--- src/common/output_stage_pkg.sv ---
// Operation
// - power field 11 in tuning register puts headphone stages in lineout mode.
// - two-bit common-mode field picks one of four headphone output levels.
// - bit 7 powers left headphone driver, bit 6 the right one.
// - each headphone gain register holds gain bits 6..3 and mute bit 2.
// - headphone short detection always on; bit 1 picks limit(0) or shutdown(1).
// - headphone short on either channel sets read-only flag bit 0.
// - in shutdown mode a short clears that channel's headphone power bit.
// - software sets power bit again to retry; persisting fault shuts down again.
// - hardware or software master reset returns every register to default.
// - bit 7 powers left speaker stage, bit 6 the right one.
// - each speaker gain register holds gain bits 4..3 and mute bit 2.
// - speaker overcurrent always shuts stage down and sets read-only flag bit 0.
// - speaker power bit set again retries; persisting fault shuts down again.
// - over-temperature stops speaker switching until cool; flag bit 1 reports it.
// - select pin governs stage power only when pin-function field is 11.
// - under pin control pin 0 powers speakers, 1 powers headphones, never both.
// - under register control all four stages may be on; each soft-starts.
package output_stage_pkg;
   // register indices, byte address is four times the index
   localparam logic [6:0] IDX_OVERTEMP_STATUS   = 7'h03;
   localparam logic [6:0] IDX_HP_POWER_TUNING   = 7'h2c;
   localparam logic [6:0] IDX_OUT_SEL_PIN_CFG   = 7'h39;
   localparam logic [6:0] IDX_HP_DRIVER_CTRL    = 7'h1f;
   localparam logic [6:0] IDX_SPK_DRIVER_CTRL   = 7'h20;
   localparam logic [6:0] IDX_LEFT_HP_GAIN      = 7'h28;
   localparam logic [6:0] IDX_RIGHT_HP_GAIN     = 7'h29;
   localparam logic [6:0] IDX_LEFT_SPK_GAIN     = 7'h2a;
   localparam logic [6:0] IDX_RIGHT_SPK_GAIN    = 7'h2b;
   localparam logic [6:0] IDX_IRQ_STATUS        = 7'h40;
   localparam logic [6:0] IDX_IRQ_ENABLE        = 7'h41;
   localparam logic [6:0] IDX_IRQ_CLEAR         = 7'h42;
   localparam logic [6:0] IDX_SOFT_RESET        = 7'h43;

   localparam int BIT_LEFT_PWR    = 7;
   localparam int BIT_RIGHT_PWR   = 6;
   localparam int BIT_CM_HI       = 4;
   localparam int BIT_CM_LO       = 3;
   localparam int BIT_SHORT_MODE  = 1;
   localparam int BIT_FAULT_FLAG  = 0;
   localparam int BIT_OVERTEMP    = 1;
   localparam int BIT_FIELD_HI    = 2;
   localparam int BIT_FIELD_LO    = 1;
   localparam int BIT_SOFT_RESET  = 0;

   localparam logic [1:0] LINEOUT_MODE  = 2'h3;
   localparam logic [1:0] PIN_FUNC_SEL  = 2'h3;

   localparam logic [7:0] RESET_REG     = 8'h00;
   localparam logic [2:0] RESET_IRQ     = 3'h0;

   // interrupt bits
   localparam int IRQ_HP_SHORT  = 0;
   localparam int IRQ_SPK_SHORT = 1;
   localparam int IRQ_OVERTEMP  = 2;

   // stage order in the enable vector
   localparam int STG_HPL = 3;
   localparam int STG_HPR = 2;
   localparam int STG_SPL = 1;
   localparam int STG_SPR = 0;

   localparam int         SOFT_START_NS     = 400;
   localparam int         CLK_PERIOD_NS     = 25;
   localparam logic [4:0] SOFT_START_CYCLES =
      5'((SOFT_START_NS + CLK_PERIOD_NS - 1) / CLK_PERIOD_NS);

   localparam logic [1:0] RESP_OKAY   = 2'h0;
   localparam logic [1:0] RESP_DECERR = 2'h3;
endpackage

--- src/verilog/output_stage_power_protect.sv ---
// Chosen here: register access over AXI4-Lite.
`timescale 1ns/100ps
`default_nettype none
module output_stage_power_protect (
   input  wire logic        aclk,
   input  wire logic        aresetn,
   input  wire logic [11:0] awaddr,
   input  wire logic        awvalid,
   output logic             awready,
   input  wire logic [31:0] wdata,
   input  wire logic [3:0]  wstrb,
   input  wire logic        wvalid,
   output logic             wready,
   output logic [1:0]       bresp,
   output logic             bvalid,
   input  wire logic        bready,
   input  wire logic [11:0] araddr,
   input  wire logic        arvalid,
   output logic             arready,
   output logic [31:0]      rdata,
   output logic [1:0]       rresp,
   output logic             rvalid,
   input  wire logic        rready,
   input  wire logic        hp_short_left,
   input  wire logic        hp_short_right,
   input  wire logic        spk_short_left,
   input  wire logic        spk_short_right,
   input  wire logic        die_overtemp,
   input  wire logic        output_select_input_pin,
   output logic             left_headphone_driver_en,
   output logic             right_headphone_driver_en,
   output logic             left_speaker_stage_en,
   output logic             right_speaker_stage_en,
   output logic [3:0]       soft_start_busy,
   output logic             speaker_switch_en,
   output logic             hp_current_limit,
   output logic             hp_lineout_mode,
   output logic [1:0]       hp_common_mode,
   output logic [3:0]       left_hp_gain,
   output logic             left_hp_mute,
   output logic [3:0]       right_hp_gain,
   output logic             right_hp_mute,
   output logic [1:0]       left_spk_gain,
   output logic             left_spk_mute,
   output logic [1:0]       right_spk_gain,
   output logic             right_spk_mute,
   output logic             irq
);

   typedef struct packed {
      logic            aw_full;
      logic [6:0]      aw_idx;
      logic [2:0]      aw_top;
      logic            w_full;
      logic [7:0]      w_data;
      logic            w_lane0;
      logic            awready;
      logic            wready;
      logic            bvalid;
      logic [1:0]      bresp;
      logic            arready;
      logic            rvalid;
      logic [31:0]     rdata;
      logic [1:0]      rresp;
      logic [7:0]      hp_tune;
      logic [7:0]      pin_cfg;
      logic [7:0]      hp_ctrl;
      logic [7:0]      spk_ctrl;
      logic [7:0]      hpl_gain;
      logic [7:0]      hpr_gain;
      logic [7:0]      spl_gain;
      logic [7:0]      spr_gain;
      logic            overtemp;
      logic [2:0]      irq_status;
      logic [2:0]      irq_enable;
      logic            irq;
      logic            sel_meta;
      logic            sel_sync;
      logic [3:0]      stage_en;
      logic [3:0][4:0] ss_cnt;
      logic            spk_switch;
   } state_s;

   state_s s_q;
   state_s s_d;

   function automatic logic [6:0] addr_to_idx(input logic [11:0] addr);
      addr_to_idx = addr[8:2];
   endfunction

   function automatic logic idx_mapped(input logic [6:0] idx, input logic [11:0] addr);
      idx_mapped = (addr[11:9] == 3'h0) && (
         idx == output_stage_pkg::IDX_OVERTEMP_STATUS ||
         idx == output_stage_pkg::IDX_HP_POWER_TUNING ||
         idx == output_stage_pkg::IDX_OUT_SEL_PIN_CFG ||
         idx == output_stage_pkg::IDX_HP_DRIVER_CTRL ||
         idx == output_stage_pkg::IDX_SPK_DRIVER_CTRL ||
         idx == output_stage_pkg::IDX_LEFT_HP_GAIN ||
         idx == output_stage_pkg::IDX_RIGHT_HP_GAIN ||
         idx == output_stage_pkg::IDX_LEFT_SPK_GAIN ||
         idx == output_stage_pkg::IDX_RIGHT_SPK_GAIN ||
         idx == output_stage_pkg::IDX_IRQ_STATUS ||
         idx == output_stage_pkg::IDX_IRQ_ENABLE ||
         idx == output_stage_pkg::IDX_IRQ_CLEAR ||
         idx == output_stage_pkg::IDX_SOFT_RESET);
   endfunction

   always_comb begin
      logic       do_write;
      logic       wr_ok;
      logic       soft_rst;
      logic [7:0] wd;
      logic [6:0] ridx;
      logic       hp_short;
      logic       spk_short;
      logic       pin_mode;
      logic [3:0] want;
      logic [2:0] events;
      s_d       = s_q;
      do_write  = 1'b0;
      wr_ok     = 1'b0;
      soft_rst  = 1'b0;
      wd        = s_q.w_data;
      ridx      = addr_to_idx(araddr);
      hp_short  = hp_short_left | hp_short_right;
      spk_short = spk_short_left | spk_short_right;
      pin_mode  = 1'b0;
      want      = 4'h0;
      events    = 3'h0;

      // write channels are taken independently and joined here
      if (awvalid && s_q.awready) begin
         s_d.aw_full = 1'b1;
         s_d.aw_idx  = addr_to_idx(awaddr);
         s_d.aw_top  = awaddr[11:9];
      end
      if (wvalid && s_q.wready) begin
         s_d.w_full  = 1'b1;
         s_d.w_data  = wdata[7:0];
         s_d.w_lane0 = wstrb[0];
      end
      if (s_q.bvalid && bready) begin
         s_d.bvalid = 1'b0;
      end
      if (s_q.aw_full && s_q.w_full && !s_q.bvalid) begin
         do_write    = s_q.w_lane0;
         wr_ok       = idx_mapped(s_q.aw_idx, {s_q.aw_top, s_q.aw_idx, 2'h0});
         s_d.aw_full = 1'b0;
         s_d.w_full  = 1'b0;
         s_d.bvalid  = 1'b1;
         s_d.bresp   = wr_ok ? output_stage_pkg::RESP_OKAY : output_stage_pkg::RESP_DECERR;
      end

      if (do_write && wr_ok) begin
         case (s_q.aw_idx)
            output_stage_pkg::IDX_HP_POWER_TUNING: s_d.hp_tune = wd;
            output_stage_pkg::IDX_OUT_SEL_PIN_CFG: s_d.pin_cfg = wd;
            output_stage_pkg::IDX_HP_DRIVER_CTRL: begin
               // flag bit is read-only; a retry write clears it
               s_d.hp_ctrl = {wd[7:1], 1'b0};
            end
            output_stage_pkg::IDX_SPK_DRIVER_CTRL: begin
               s_d.spk_ctrl = {wd[7:1], 1'b0};
            end
            output_stage_pkg::IDX_LEFT_HP_GAIN:   s_d.hpl_gain = wd;
            output_stage_pkg::IDX_RIGHT_HP_GAIN:  s_d.hpr_gain = wd;
            output_stage_pkg::IDX_LEFT_SPK_GAIN:  s_d.spl_gain = wd;
            output_stage_pkg::IDX_RIGHT_SPK_GAIN: s_d.spr_gain = wd;
            output_stage_pkg::IDX_IRQ_ENABLE:     s_d.irq_enable = wd[2:0];
            output_stage_pkg::IDX_IRQ_CLEAR:      s_d.irq_status = s_q.irq_status & ~wd[2:0];
            output_stage_pkg::IDX_SOFT_RESET:     soft_rst = wd[output_stage_pkg::BIT_SOFT_RESET];
            default: ;
         endcase
      end

      // shutdown mode clears the faulted channel's power bit after any write,
      // so a retry into a persisting short is dropped again at once
      if (hp_short) begin
         s_d.hp_ctrl[output_stage_pkg::BIT_FAULT_FLAG] = 1'b1;
      end
      if (s_q.hp_ctrl[output_stage_pkg::BIT_SHORT_MODE]) begin
         if (hp_short_left) begin
            s_d.hp_ctrl[output_stage_pkg::BIT_LEFT_PWR] = 1'b0;
         end
         if (hp_short_right) begin
            s_d.hp_ctrl[output_stage_pkg::BIT_RIGHT_PWR] = 1'b0;
         end
      end
      // no current limit on the speaker path: always shut down
      if (spk_short) begin
         s_d.spk_ctrl[output_stage_pkg::BIT_FAULT_FLAG] = 1'b1;
      end
      if (spk_short_left) begin
         s_d.spk_ctrl[output_stage_pkg::BIT_LEFT_PWR] = 1'b0;
      end
      if (spk_short_right) begin
         s_d.spk_ctrl[output_stage_pkg::BIT_RIGHT_PWR] = 1'b0;
      end

      s_d.overtemp = die_overtemp;

      // interrupt events, set wins over a clear in the same cycle
      events[output_stage_pkg::IRQ_HP_SHORT]  = hp_short;
      events[output_stage_pkg::IRQ_SPK_SHORT] = spk_short;
      events[output_stage_pkg::IRQ_OVERTEMP]  = die_overtemp & ~s_q.overtemp;
      s_d.irq_status = s_d.irq_status | events;

      // first stage feeds only the second
      s_d.sel_meta = output_select_input_pin;
      s_d.sel_sync = s_q.sel_meta;

      if (soft_rst) begin
         s_d.hp_tune    = output_stage_pkg::RESET_REG;
         s_d.pin_cfg    = output_stage_pkg::RESET_REG;
         s_d.hp_ctrl    = output_stage_pkg::RESET_REG;
         s_d.spk_ctrl   = output_stage_pkg::RESET_REG;
         s_d.hpl_gain   = output_stage_pkg::RESET_REG;
         s_d.hpr_gain   = output_stage_pkg::RESET_REG;
         s_d.spl_gain   = output_stage_pkg::RESET_REG;
         s_d.spr_gain   = output_stage_pkg::RESET_REG;
         s_d.irq_status = output_stage_pkg::RESET_IRQ;
         s_d.irq_enable = output_stage_pkg::RESET_IRQ;
      end

      pin_mode = s_d.pin_cfg[output_stage_pkg::BIT_FIELD_HI:output_stage_pkg::BIT_FIELD_LO]
                 == output_stage_pkg::PIN_FUNC_SEL;
      want[output_stage_pkg::STG_HPL] = s_d.hp_ctrl[output_stage_pkg::BIT_LEFT_PWR];
      want[output_stage_pkg::STG_HPR] = s_d.hp_ctrl[output_stage_pkg::BIT_RIGHT_PWR];
      want[output_stage_pkg::STG_SPL] = s_d.spk_ctrl[output_stage_pkg::BIT_LEFT_PWR];
      want[output_stage_pkg::STG_SPR] = s_d.spk_ctrl[output_stage_pkg::BIT_RIGHT_PWR];
      if (pin_mode) begin
         // only one group can be powered while the pin rules
         if (s_q.sel_sync) begin
            want = want & 4'hc;
         end else begin
            want = want & 4'h3;
         end
      end
      s_d.stage_en = want;

      // each newly enabled stage ramps for a fixed time
      for (int i = 0; i < 4; i++) begin
         if (want[i] && !s_q.stage_en[i]) begin
            s_d.ss_cnt[i] = output_stage_pkg::SOFT_START_CYCLES;
         end else if (!want[i]) begin
            s_d.ss_cnt[i] = 5'h00;
         end else if (s_q.ss_cnt[i] != 5'h00) begin
            s_d.ss_cnt[i] = s_q.ss_cnt[i] - 5'h01;
         end
      end

      s_d.spk_switch = !die_overtemp;
      s_d.irq        = |(s_d.irq_status & s_d.irq_enable);

      // read path, one read in flight
      if (s_q.rvalid && rready) begin
         s_d.rvalid = 1'b0;
      end
      if (arvalid && s_q.arready) begin
         s_d.rvalid = 1'b1;
         s_d.rdata  = 32'h0000_0000;
         s_d.rresp  = idx_mapped(ridx, araddr) ? output_stage_pkg::RESP_OKAY
                                                : output_stage_pkg::RESP_DECERR;
         if (idx_mapped(ridx, araddr)) begin
            case (ridx)
               output_stage_pkg::IDX_OVERTEMP_STATUS:
                  s_d.rdata[output_stage_pkg::BIT_OVERTEMP] = s_q.overtemp;
               output_stage_pkg::IDX_HP_POWER_TUNING: s_d.rdata[7:0] = s_q.hp_tune;
               output_stage_pkg::IDX_OUT_SEL_PIN_CFG: s_d.rdata[7:0] = s_q.pin_cfg;
               output_stage_pkg::IDX_HP_DRIVER_CTRL:  s_d.rdata[7:0] = s_q.hp_ctrl;
               output_stage_pkg::IDX_SPK_DRIVER_CTRL: s_d.rdata[7:0] = s_q.spk_ctrl;
               output_stage_pkg::IDX_LEFT_HP_GAIN:    s_d.rdata[7:0] = s_q.hpl_gain;
               output_stage_pkg::IDX_RIGHT_HP_GAIN:   s_d.rdata[7:0] = s_q.hpr_gain;
               output_stage_pkg::IDX_LEFT_SPK_GAIN:   s_d.rdata[7:0] = s_q.spl_gain;
               output_stage_pkg::IDX_RIGHT_SPK_GAIN:  s_d.rdata[7:0] = s_q.spr_gain;
               output_stage_pkg::IDX_IRQ_STATUS:      s_d.rdata[2:0] = s_q.irq_status;
               output_stage_pkg::IDX_IRQ_ENABLE:      s_d.rdata[2:0] = s_q.irq_enable;
               default: ;
            endcase
         end
      end
      // ready flags are registered so no output depends combinationally on an input
      s_d.awready = !s_d.aw_full;
      s_d.wready  = !s_d.w_full;
      s_d.arready = !s_d.rvalid;
   end

   always_ff @(posedge aclk) begin
      if (!aresetn) begin
         s_q <= '0;
      end else begin
         s_q <= s_d;
      end
   end

   assign awready                   = s_q.awready;
   assign wready                    = s_q.wready;
   assign bvalid                    = s_q.bvalid;
   assign bresp                     = s_q.bresp;
   assign arready                   = s_q.arready;
   assign rvalid                    = s_q.rvalid;
   assign rdata                     = s_q.rdata;
   assign rresp                     = s_q.rresp;
   assign left_headphone_driver_en  = s_q.stage_en[output_stage_pkg::STG_HPL];
   assign right_headphone_driver_en = s_q.stage_en[output_stage_pkg::STG_HPR];
   assign left_speaker_stage_en     = s_q.stage_en[output_stage_pkg::STG_SPL];
   assign right_speaker_stage_en    = s_q.stage_en[output_stage_pkg::STG_SPR];
   assign soft_start_busy[0]        = s_q.ss_cnt[0] != 5'h00;
   assign soft_start_busy[1]        = s_q.ss_cnt[1] != 5'h00;
   assign soft_start_busy[2]        = s_q.ss_cnt[2] != 5'h00;
   assign soft_start_busy[3]        = s_q.ss_cnt[3] != 5'h00;
   assign speaker_switch_en         = s_q.spk_switch;
   assign hp_current_limit          = !s_q.hp_ctrl[output_stage_pkg::BIT_SHORT_MODE];
   assign hp_lineout_mode           =
      s_q.hp_tune[output_stage_pkg::BIT_FIELD_HI:output_stage_pkg::BIT_FIELD_LO]
      == output_stage_pkg::LINEOUT_MODE;
   assign hp_common_mode            =
      s_q.hp_ctrl[output_stage_pkg::BIT_CM_HI:output_stage_pkg::BIT_CM_LO];
   assign left_hp_gain              = s_q.hpl_gain[6:3];
   assign left_hp_mute              = s_q.hpl_gain[2];
   assign right_hp_gain             = s_q.hpr_gain[6:3];
   assign right_hp_mute             = s_q.hpr_gain[2];
   assign left_spk_gain             = s_q.spl_gain[4:3];
   assign left_spk_mute             = s_q.spl_gain[2];
   assign right_spk_gain            = s_q.spr_gain[4:3];
   assign right_spk_mute            = s_q.spr_gain[2];
   assign irq                       = s_q.irq;

endmodule // output_stage_power_protect
`default_nettype wire

--- config.mk ---
export PLATFORM = sky130hd
export DESIGN_NAME = output_stage_power_protect
export DESIGN_NICKNAME = d
export VERILOG_FILES = /design/src/common/output_stage_pkg.sv /design/src/verilog/output_stage_power_protect.sv
export SDC_FILE = /design/constraint.sdc
export NUM_CORES = 1
export LEC_CHECK = 0
export BUFFER_PORTS_ARGS = -buffer_cell sky130_fd_sc_hd__clkbuf_2
export CORE_MARGIN = 8
export CORE_UTILIZATION = 45
export CTS_BUF_LIST = sky130_fd_sc_hd__clkbuf_2 sky130_fd_sc_hd__clkbuf_4 sky130_fd_sc_hd__clkbuf_8
export CTS_CLUSTER_SIZE = 10
export DETAILED_ROUTE_END_ITERATION = 16
export GPL_TIMING_DRIVEN = 0
export HOLD_SLACK_MARGIN = 0.03
export PLACE_DENSITY = 0.68
export SLEW_MARGIN = 20
export SYNTH_ARGS = -nofsm -noshare
export SYNTH_HDL_FRONTEND = slang
export SYNTH_SLANG_ARGS = --single-unit
export TNS_END_PERCENT = 10
--- constraint.sdc ---
create_clock -name aclk -period 2.65 [get_ports aclk]
set_input_delay 0.53 -clock aclk [delete_from_list [all_inputs] [get_ports aclk]]
set_output_delay 0.53 -clock aclk [all_outputs]
set_load 0.01 [all_outputs]
==> results by group <==
Run status
  • Status: finished, final reports clean

Drt
  • DRT antenna net count: 0
  • DR vias/cell: roughly 5.3
  • First-pass DRT Iterations: 5
  • DR WL/cell: ~17 µm
  • DR vias: 5641
  • Routed wire length: 17.74 mm
  • DRC errors left: 0
  • DR iter-0 viols: around 450

Setup path
  • Crit-path cells: buf_2 -> nor3_1 -> and4_1 -> clkbuf_1 -> a21o_1 -> buf_2 -> buf_2 -> buf_2 -> nor2_1
  • CP max stage cell: dfxtp_1
  • Critical Path AT: ~2.9 ns
  • Setup CP Type: flop to flop
  • Max FO, Critical Path: 10
  • Data required, critical path: 3.01 ns
  • Crit path buffers/inverters: 5
  • Crit-path max cell delay: 0.32 ns
  • Crit path max-delay family: buffers and inverters
  • Crit path capture type: flop
  • Most used cell, CP: buf_2
  • Critical Path Source Type: flop

Place
  • Routability cong.: 0.9217
  • Area after DPL: slightly above 0.007 mm²
  • Inst Count DP: 1032
  • Port Buffers: 86
  • Final HPWL DP: approximately 13 mm

Cells and area
  • Final Cell Area: 0.007670 mm²
  • Nets: 950
  • Finished Core Util: 53.58%
  • Non-filler cells, final: 1066
  • Share of cells above drive strength 1: 23.70%
  • Area growth syn-to-layout: 18.57%
  • Antenna diodes: 0

Yosys
  • Ys async rst share: 0%
  • Synthesized area: 0.006469 mm²
  • Largest cells by area after synthesis: dfxtp_1 (42%), mux2i_1 (6.3%), buf_4 (5.8%), nand2_1 (5.5%), a21oi_1 (5.2%)
  • Synth Area in XOR/XNOR: 1.625%
  • Post-synth cell types: 72
  • Post-Syn Instances: 739
  • Yosys top cell area share: 41.78%
  • Sequential element share of the synthesized area: 41.78%
  • Avg Inst Size Synth: 8.753 µm²
  • Ys flop type: dfxtp_1
  • EDFF count, synth: 0
  • Adder-cell area share of the yosys netlist: 1.547%
  • Dominant cell type by area after synthesis: dfxtp_1
  • Ys Warns: 0
  • Main combinational cell family by area after synthesis: simple AND/OR/NAND/NOR gates
  • Compound-cell area share of the yosys netlist: 13.58%
  • Post-synthesis register bit count: 135
  • Mux contribution to synthesized area: 9.632%
  • Post-Synth Simple-Gate Area: 21.91%

CTS
  • Clk_lat worst skew: about 0.47 ns
  • CTS clock-pin slew for the worst setup and hold paths: approximately 0.08 ns
  • Clock Sink Count: 135
  • Root Buffer: clkbuf_8
  • # H-tree levels: 4
  • CTS tree: done
  • Clk buf depth: 2
  • Num CTS Buffers: 17

STA
  • Worst Skew: 0.007565 ns
  • Setup-failing EPs final: 0
  • Setup TNS: 0 ns
  • Final Hold Fails: 0
  • Tmin final: between 2 and 3 ns
  • RSZ-0062 raised after global routing: true
  • Slew of the pin with the lowest slew margin: 1.163 ns
  • Final cycle utilization of the critical path: 94.85%
  • Slew margin rel.: 22.28%
  • F_max: 397.9 MHz
  • Final Max Slew Viols: 0

Die
  • Die span in x: roughly 140 µm
  • I/O pins: 144
  • # rows: between 40 and 50
  • Die ar.: 0.01847 mm²
  • Starting Density: 45.19%
  • CORE AREA: 0.01431 mm²
  • Die H: 135.9 µm

Run
  • Max-cap check violation count: 0

Global routing
  • Largest net degree at the start of global routing: 17
  • Total GRT Usage: 19.57%
  • First-pass GRT wire length: roughly 28 mm
  • Aggregate global routing overflow: 0
  • Initial antenna violation count: 0
  • Vias in the first global route: 5347

Power and ir drop
  • P per Cell Area: 545.3 mW/mm²
  • Max IR drop VDD: between 200 and 250 µV
  • Power Total: 4.183 mW
  • Leak: 3.115 nW

Hold path
  • HP Class: input pin to flop
-- per-stage QoR --
stage,hold slack [ns],setup slack (ns)
finish,0.2785,0.1365
global route,0.2764,-0.02810
CTS,0.2617,0.1414
detailed placement,0.4348,-0.2232
global placement,0.4147,-0.2377
floorplan,0.4118,0.5467
-- cells in the final DEF (no fill, tap or decap), drive strengths merged, types with 18 or more instances in the layout --
cell type and instances:
clkbuf 135, buf 68, inv 23, mux2i 42, nand3 31, dfxtp 135, nor2 69, nand2 95
conb 24, nor3 18, a21oi 67
-- layer usage --
metal	vias up	track usage [%]	share of wire (%)
met5	-	0	0
met4	0	7.810	2.2
met3	36	4.656	6.4
met2	192	32.22	48
met1	2640	24.17	44
li1	2773	-	-
-- tightest hold or removal path, delay by kind of cell --
family          cells  cell delay (ns)
simple gates        1             0.05
compound gates      1             0.05
buf+inv             1             0.08
-- synth_stat cells (all sizes together), types with 2 or more instances --
cell type and instances:
a2111oi 2, a211oi 2, a21boi 4, a21o 2
a21oi 67, a221oi 2, a22oi 13, a31oi 4
a41o 2, and2 9, and3 8, and4 5
buf 66, clkbuf 25, dfxtp 135, ha 8
inv 23, mux2 3, mux2i 42, mux4 7
nand2 95, nand2b 3, nand3 31, nand3b 5
nand4 2, nand4b 3, nor2 69, nor2b 4
nor3 18, nor3b 4, nor4 4, nor4b 6
nor4bb 4, o2111ai 2, o211ai 2, o21ai 14
o221ai 2, o22ai 7, o2bb2ai 2, or3 5
xnor2 6, xor2 6
-- cell type report --
type,count,area [µm²]
multi-input combinational,512,3244
clock buffer,24,311.5
sequential,135,2703
timing repair buffer,88,445.4
inverter,24,90.09
buffer,91,550.5
clock inverter,8,95.09
tap,184,230.2
fill,1401,6644
-- cell families after synthesis --
logic type	count (synthesis)
simple gates	280
xor+xnor	12
mux	52
other cells	1
fa+ha+maj	8
flops	135
buf+inv	115
compound gates	136
-- flip-flops by register name, summed over array words and instances (netlist names), 2 cells and up --
name and count:
hp_common_mode 2, left_hp_gain 4, left_spk_gain 2, rdata 8, right_hp_gain 4, right_spk_gain 2, s_q 95
-- final timing paths --
check	slack, ns	endpoint	start	cells after the start
worst max-delay path	0.14	s_q[90]$_SDFFE_PP0P_	s_q[157]$_SDFFE_PN0P_	9
worst max register to register	0.14	s_q[90]$_SDFFE_PP0P_	s_q[157]$_SDFFE_PN0P_	9
worst min-delay path	0.28	s_q[144]$_SDFFE_PN0P_	wdata[3]	3
worst min register to register	0.46	rdata[6]$_SDFFE_PN0P_	rdata[6]$_SDFFE_PN0P_	2
-- power breakdown --
part | internal [mW] | switching [mW]
clock network | 0.960 | 0.801
logic | 0.122 | 0.214
registers | 2.06 | 0.0261
-- repair_timing --
action / CTS / global route
gates resized for setup: 1 / 8
hold endpoints to repair: 0 / 0
setup endpoints to repair: 6 / 33
hold buffers: 0 / 0
pin swaps: 1 / 0
buffers inserted: 2 / 0
Note: power is estimated with default switching activity, not from simulation.
